===== config.mk =====
export PLATFORM = sky130hd
export DESIGN_NAME = pwmact_top
export DESIGN_NICKNAME = d
export VERILOG_FILES = /design/src/hw/pwmact_pkg.sv /design/src/hw/pwmact_top.sv
export SDC_FILE = /design/constraint.sdc
export NUM_CORES = 1
export LEC_CHECK = 0
export ABC_AREA = 1
export BUFFER_PORTS_ARGS = -buffer_cell sky130_fd_sc_hd__buf_2
export CORE_ASPECT_RATIO = 1.75
export CORE_MARGIN = 3
export CORE_UTILIZATION = 46
export CTS_CLUSTER_SIZE = 10
export DETAILED_ROUTE_END_ITERATION = 10
export PLACE_DENSITY = 0.68
export SYNTH_ARGS = -nofsm -noshare
export SYNTH_HDL_FRONTEND = slang
export SYNTH_SLANG_ARGS = --single-unit

===== constraint.sdc =====
create_clock -name aclk -period 4.06 [get_ports aclk]
set_input_delay 0.203 -clock aclk [delete_from_list [all_inputs] [get_ports aclk]]
set_output_delay 0.203 -clock aclk [all_outputs]
set_load 0.05 [all_outputs]

===== src/hw/pwmact_pkg.sv =====
// package for the pwm output action logic: offsets, field layout, encodings, events
package pwmact_pkg;

    localparam int NUM_GEN = 3;

    // register byte offsets
    localparam logic [2:0][11:0] OFF_GEN_A   = {12'h0E0, 12'h0A0, 12'h060};
    localparam logic [2:0][11:0] OFF_GEN_B   = {12'h0E4, 12'h0A4, 12'h064};
    localparam logic [11:0]      OFF_MODE    = 12'h0F0;
    localparam logic [11:0]      OFF_STATUS  = 12'h0F4;

    // action field positions within an action register
    localparam int FLD_ZERO = 0;
    localparam int FLD_LOAD = 2;
    localparam int FLD_AU   = 4;
    localparam int FLD_AD   = 6;
    localparam int FLD_BU   = 8;
    localparam int FLD_BD   = 10;
    localparam int CTL_W    = 12;

    // reset values
    localparam logic [CTL_W-1:0] CTL_RST  = 12'h000;
    localparam logic [2:0]       MODE_RST = 3'h0;

    // action encodings
    localparam logic [1:0] ACT_NONE = 2'h0;
    localparam logic [1:0] ACT_INV  = 2'h1;
    localparam logic [1:0] ACT_LOW  = 2'h2;
    localparam logic [1:0] ACT_HIGH = 2'h3;

    // axi responses
    localparam logic [1:0] RESP_OKAY   = 2'h0;
    localparam logic [1:0] RESP_SLVERR = 2'h2;

    // counter and comparator events of one generator, one-cycle pulses
    typedef struct packed {
        logic zero;
        logic load;
        logic cmp_a;
        logic cmp_b;
        logic down;
    } pwmact_evt_t;

endpackage : pwmact_pkg


===== src/hw/pwmact_top.sv =====
// pwm output action logic for three generators with an axi4-lite register slave
`timescale 1ns/1ns
`default_nettype none
module pwmact_top
    import pwmact_pkg::*;
#(
    parameter int ADDR_W = 12
) (
    input  wire logic                      aclk,
    input  wire logic                      aresetn,
    input  wire logic [ADDR_W-1:0]         s_axi_awaddr,
    input  wire logic                      s_axi_awvalid,
    output logic                           s_axi_awready,
    input  wire logic [31:0]               s_axi_wdata,
    input  wire logic [3:0]                s_axi_wstrb,
    input  wire logic                      s_axi_wvalid,
    output logic                           s_axi_wready,
    output logic [1:0]                     s_axi_bresp,
    output logic                           s_axi_bvalid,
    input  wire logic                      s_axi_bready,
    input  wire logic [ADDR_W-1:0]         s_axi_araddr,
    input  wire logic                      s_axi_arvalid,
    output logic                           s_axi_arready,
    output logic [31:0]                    s_axi_rdata,
    output logic [1:0]                     s_axi_rresp,
    output logic                           s_axi_rvalid,
    input  wire logic                      s_axi_rready,
    input  wire pwmact_evt_t [NUM_GEN-1:0] gen_events,
    output logic [NUM_GEN-1:0]             generator_output_a,
    output logic [NUM_GEN-1:0]             generator_output_b
);

    typedef struct packed {
        logic [NUM_GEN-1:0][CTL_W-1:0] act_a;
        logic [NUM_GEN-1:0][CTL_W-1:0] act_b;
        logic [NUM_GEN-1:0]            mode;
        logic [NUM_GEN-1:0]            out_a;
        logic [NUM_GEN-1:0]            out_b;
        logic                          bvalid;
        logic [1:0]                    bresp;
        logic                          rvalid;
        logic [31:0]                   rdata;
        logic [1:0]                    rresp;
    } pwmact_state_t;

    pwmact_state_t q;
    pwmact_state_t d;
    logic          wr_go;
    logic          rd_go;

    ////////////////////////////////////////////////////////////////////////////////
    // helper functions

    function automatic logic pwmact_apply(input logic [1:0] act, input logic cur);
        unique case (act)
            ACT_NONE: return cur;
            ACT_INV:  return ~cur;
            ACT_LOW:  return 1'b0;
            ACT_HIGH: return 1'b1;
        endcase
    endfunction : pwmact_apply

    // picks the single winning action; b_first selects the B-output ordering
    function automatic logic pwmact_next(input logic [CTL_W-1:0] ctl, input pwmact_evt_t ev,
                                         input logic updown, input logic b_first, input logic cur);
        logic       up;
        logic [1:0] act_a;
        logic [1:0] act_b;
        logic [1:0] act;
        // up compares exist only in up/down mode; down-only makes every compare a down one
        up    = updown && !ev.down;
        act_a = up ? ctl[FLD_AU +: 2] : ctl[FLD_AD +: 2];
        act_b = up ? ctl[FLD_BU +: 2] : ctl[FLD_BD +: 2];
        act   = ACT_NONE;
        // zero, then load, beat the comparators
        if (ev.zero) begin
            act = ctl[FLD_ZERO +: 2];
        end else if (ev.load) begin
            act = ctl[FLD_LOAD +: 2];
        end else if (ev.cmp_a && ev.cmp_b) begin
            act = b_first ? act_b : act_a;
        end else if (ev.cmp_a) begin
            act = act_a;
        end else if (ev.cmp_b) begin
            act = act_b;
        end
        return pwmact_apply(act, cur);
    endfunction : pwmact_next

    // reserved bits above the fields are dropped on write
    function automatic logic [CTL_W-1:0] pwmact_merge(input logic [CTL_W-1:0] old,
                                                      input logic [31:0] wd, input logic [3:0] ws);
        logic [CTL_W-1:0] r;
        r = old;
        if (ws[0]) begin
            r[7:0] = wd[7:0];
        end
        if (ws[1]) begin
            r[CTL_W-1:8] = wd[CTL_W-1:8];
        end
        return r;
    endfunction : pwmact_merge

    ////////////////////////////////////////////////////////////////////////////////
    // next state

    // write address and data are taken together so no skid storage is needed
    assign wr_go         = s_axi_awvalid && s_axi_wvalid && !q.bvalid;
    assign rd_go         = s_axi_arvalid && !q.rvalid;
    assign s_axi_awready = wr_go;
    assign s_axi_wready  = wr_go;
    assign s_axi_arready = rd_go;

    always_comb begin
        d = q;
        if (q.bvalid && s_axi_bready) begin
            d.bvalid = 1'b0;
        end
        if (q.rvalid && s_axi_rready) begin
            d.rvalid = 1'b0;
        end
        if (wr_go) begin
            d.bvalid = 1'b1;
            d.bresp  = RESP_SLVERR;
            if (s_axi_awaddr == ADDR_W'(OFF_MODE)) begin
                d.bresp = RESP_OKAY;
                if (s_axi_wstrb[0]) begin
                    d.mode = s_axi_wdata[NUM_GEN-1:0];
                end
            end else if (s_axi_awaddr == ADDR_W'(OFF_STATUS)) begin
                d.bresp = RESP_OKAY;
            end
            for (int g = 0; g < NUM_GEN; g++) begin
                if (s_axi_awaddr == ADDR_W'(OFF_GEN_A[g])) begin
                    d.bresp    = RESP_OKAY;
                    d.act_a[g] = pwmact_merge(q.act_a[g], s_axi_wdata, s_axi_wstrb);
                end
                if (s_axi_awaddr == ADDR_W'(OFF_GEN_B[g])) begin
                    d.bresp    = RESP_OKAY;
                    d.act_b[g] = pwmact_merge(q.act_b[g], s_axi_wdata, s_axi_wstrb);
                end
            end
        end
        if (rd_go) begin
            d.rvalid = 1'b1;
            d.rresp  = RESP_SLVERR;
            d.rdata  = 32'h0000_0000;
            if (s_axi_araddr == ADDR_W'(OFF_MODE)) begin
                d.rresp = RESP_OKAY;
                d.rdata = {29'h0000_0000, q.mode};
            end else if (s_axi_araddr == ADDR_W'(OFF_STATUS)) begin
                d.rresp = RESP_OKAY;
                d.rdata = {26'h0000_0000, q.out_b, q.out_a};
            end
            for (int g = 0; g < NUM_GEN; g++) begin
                if (s_axi_araddr == ADDR_W'(OFF_GEN_A[g])) begin
                    d.rresp = RESP_OKAY;
                    d.rdata = {20'h0_0000, q.act_a[g]};
                end
                if (s_axi_araddr == ADDR_W'(OFF_GEN_B[g])) begin
                    d.rresp = RESP_OKAY;
                    d.rdata = {20'h0_0000, q.act_b[g]};
                end
            end
        end
        for (int g = 0; g < NUM_GEN; g++) begin
            d.out_a[g] = pwmact_next(q.act_a[g], gen_events[g], q.mode[g], 1'b0, q.out_a[g]);
            d.out_b[g] = pwmact_next(q.act_b[g], gen_events[g], q.mode[g], 1'b1, q.out_b[g]);
        end
    end

    ////////////////////////////////////////////////////////////////////////////////
    // state register

    always_ff @(posedge aclk) begin
        if (!aresetn) begin
            q <= '0;
        end else begin
            q <= d;
        end
    end

    assign s_axi_bvalid       = q.bvalid;
    assign s_axi_bresp        = q.bresp;
    assign s_axi_rvalid       = q.rvalid;
    assign s_axi_rdata        = q.rdata;
    assign s_axi_rresp        = q.rresp;
    assign generator_output_a = q.out_a;
    assign generator_output_b = q.out_b;
endmodule : pwmact_top
`default_nettype wire


==> flow_summary.toml <==
[route]
drt_first_pass_iters = 5
vias_per_cell = 5.19
drt-total-wl_um = 14700
ant_nets = 0
drc = 0
wl_per_cell_um = 14.8
num_vias = 5138
first_iter_violations = 307

[timing]
hold_viol_final = 0
max_freq_mhz = 502
slew_violations = 0
setup_violations = 0
rsz0062_at_grt = "no"
clock_skew_ns = 0.00824
tightest_slew_ns = 0.936
tns_ns = 0
post-route-min-period_ns = 1.99
slew_headroom_pct = 37.4
finalCritPeriodShare_pct = 49.1

[finish]
final_cell_count_no_fill = 990
layout-drive-gt1-share_pct = 17.1
fin_nets = 932
n_antenna_cell = 0
regArea_um2 = 1940
multi_input_area_um2 = 2690
area_delta_synth_final_pct = 9.37
n_fill_cell = 1251

[logic_synthesis]
yosysUniqueCellTypes = 35
avgSynthCellArea_um2 = 6.80
synth_cells = 803
synth_edf_count = 0
yosysWarningCount = 0
synth_area_um2 = 5460
ys_ff_latch = 97
ys.flop_type = "dfxtp_1"
async_flop_share_pct = 0
synth-seq-area-share_pct = 35.5

[pwr]
peakVddDrop_mv = 0.235
p_leak_uw = 0.00250
powerDensity_nw_per_um2 = 341

[critical_path]
critPathArrivalTime_ns = 1.79
r2r_slack_ns = 2.20
slowest_stage = "nor2_1"
reg2reg_depth = 4
r2r-start = "s_axi_rvalid$_SDFFE_PN0P_"
crit_chain = "nor2_1, buf_2"
worstSetupEndpointType = "primary output"
timing.critical_path.required_ns = 3.86
critPathLaunchType = "flop"
slowest_delay_ns = 0.72
regToRegEndpoint = "s_axi_rdata[2]$_SDFFE_PN0P_"
worst-setup-path-type = "flop to primary output"
path_max_fanout = 16

[clock_tree]
h-tree-depth = 3
cts_tree = "yes"
numCtsBuffers = 9
clock-sinks = 97
clkTransAtPathRegs_ns = 0.07
cts_setup_buffers = 0
insertion_delay_ns = 0.35
postCtsHoldBufs = 0
cts_resized = 0
cts_root_buf = "clkbuf_16"
cts_buffer_depth = 2

[hold_path]
hold_class = "input port to flop"
hold_depth = 4
min_from = "s_axi_rready"
min_to = "s_axi_rvalid$_SDFFE_PN0P_"

[grt]
top_usage_layer = "met2"
track_usage_pct = 22.7
grt_start_max_net_pins = 76
grt_util_met2_pct = 40.2
grt_pass1_wl_um = 23000
met3_usage_pct = 3.34
grt_pass1_vias = 4547
use_met1_pct = 26.3
antenna_found_initial = 0
overflow = 0

[floorplan]
dieArea_um2 = 13300
die_y_um = 150
io_pins = 129
row_count = 52
initial_utilization_pct = 47.2
coreArea_um2 = 11600
fp.dieW_um = 88.4

[job]
max_cap_viol_count = 0

[placed_design]
placed_cells = 974
numPortBuffers = 84
dp_hpwl_um = 11300
place.gp.congestion = 0.826

[run_status]
outcome = "complete, no violations"
worst max-delay path, delay by kind of cell (launching register included):
| family | cells | cell delay, ns |
|---|---|---|
| buffers and inverters | 1 | 0.40 |
| DFF | 1 | 0.32 |
| and+or+nand+nor | 1 | 0.72 |
per-layer routing:
metal  vias up  share of wire (%)
li1       2682                  -
met4         0                4.0
met3        41                4.5
met5         -                  0
met2       148                 52
met1      2267                 39
power by group:
group,internal [uW],leakage (uW),total [uW],switching [uW]
registers,957,0.000783,962,5.14
logic,51.4,0.00157,224,173
clock network,480,0.000143,853,373
total,1490,0.00250,2040,551
Yosys cell counts (all sizes together), types with 4 or more instances:
cell type	count	area, um2
inv	121	454
nand2	113	457
a21oi	109	557
dfxtp	97	1940
o21ai	97	485
nor2	80	365
buf	56	403
nand3	55	300
clkbuf	14	55.1
nand4	14	100
o211ai	11	82.6
a211oi	8	60.1
o22ai	7	43.8
a22oi	6	45.0
nor3	6	56.3
nor4	4	25.0
through the flow:
step | total power [uW] | hold WS (ns) | util (%) | worst slack (ns) | cell area, um2
after floorplan | 1160 | 0.331 | - | 2.00 | 5540
after global placement | 1210 | 0.445 | 49.1 | 2.07 | 5680
after detailed placement | 1210 | 0.451 | 49.1 | 2.09 | 5680
after CTS | 2050 | 0.0951 | 51.6 | 2.03 | 5980
after global routing | 2110 | 0.110 | 51.6 | 1.87 | 5980
final | 2040 | 0.0966 | 51.6 | 2.07 | 5980
worst max-delay path by stage:
stage / start / end / slack (ns) / depth (start not counted)
floorplan: s_axi_bvalid$_SDFFE_PN0P_ / q[79]$_SDFFE_PN0P_ / 2.00 / 6
global placement: s_axi_araddr[11] / s_axi_rdata[0]$_SDFFE_PN0P_ / 2.07 / 12
detailed placement: s_axi_araddr[11] / s_axi_rdata[0]$_SDFFE_PN0P_ / 2.09 / 12
CTS: s_axi_rvalid$_SDFFE_PN0P_ / s_axi_arready / 2.03 / 2
global route: s_axi_rvalid$_SDFFE_PN0P_ / s_axi_arready / 1.87 / 2
finish: s_axi_rvalid$_SDFFE_PN0P_ / s_axi_arready / 2.07 / 2
flip-flops by register name, summed over array words and instances (netlist names):
signal / cells
s_axi_bresp: 1
generator_output_a: 3
s_axi_rdata: 12
s_axi_rvalid: 1
q: 75
generator_output_b: 3
s_axi_bvalid: 1
s_axi_rresp: 1
layout make-up:
cell class                      instances  area share, %
Sequential cell                        97           32.5
Tap cell                              135           2.83
Multi-Input combinational cell        536           45.0
Clock inverter                          6           1.09
Clock buffer                           10           3.83
Inverter                              121           7.60
Timing Repair Buffer                   85           7.16
layout by cell type, fill, tap and decap left out, drive strengths merged:
cell      Yosys  final
dfxtp        97     97
nand4        14     14
nor3          6      6
clkinv        0      2
o21ai        97     97
nand3b        1      1
clkbuf       14     10
bufinv        0      1
a21oi       109    109
nor2         80     80
o22ai         7      7
inv         121    123
a211oi        8      8
nand2       113    113
nand3        55     55
o21a          1      1
a22oi         6      6
o211ai       11     11
a31oi         1      1
conb          1     22
a21boi        1      1
clkinvlp      0      1
buf          56     85
nor4          4      4
logic make-up (layout without fill, tap and decap cells):
group | count (synthesis) | after routing | synth area share, %
other cells | 1 | 22 | 0.0686
buf+inv | 191 | 222 | 16.7
simple gates | 273 | 273 | 24.0
compound gates | 241 | 241 | 23.7
flops | 97 | 97 | 35.5
Power figures use the tool's default switching activity.
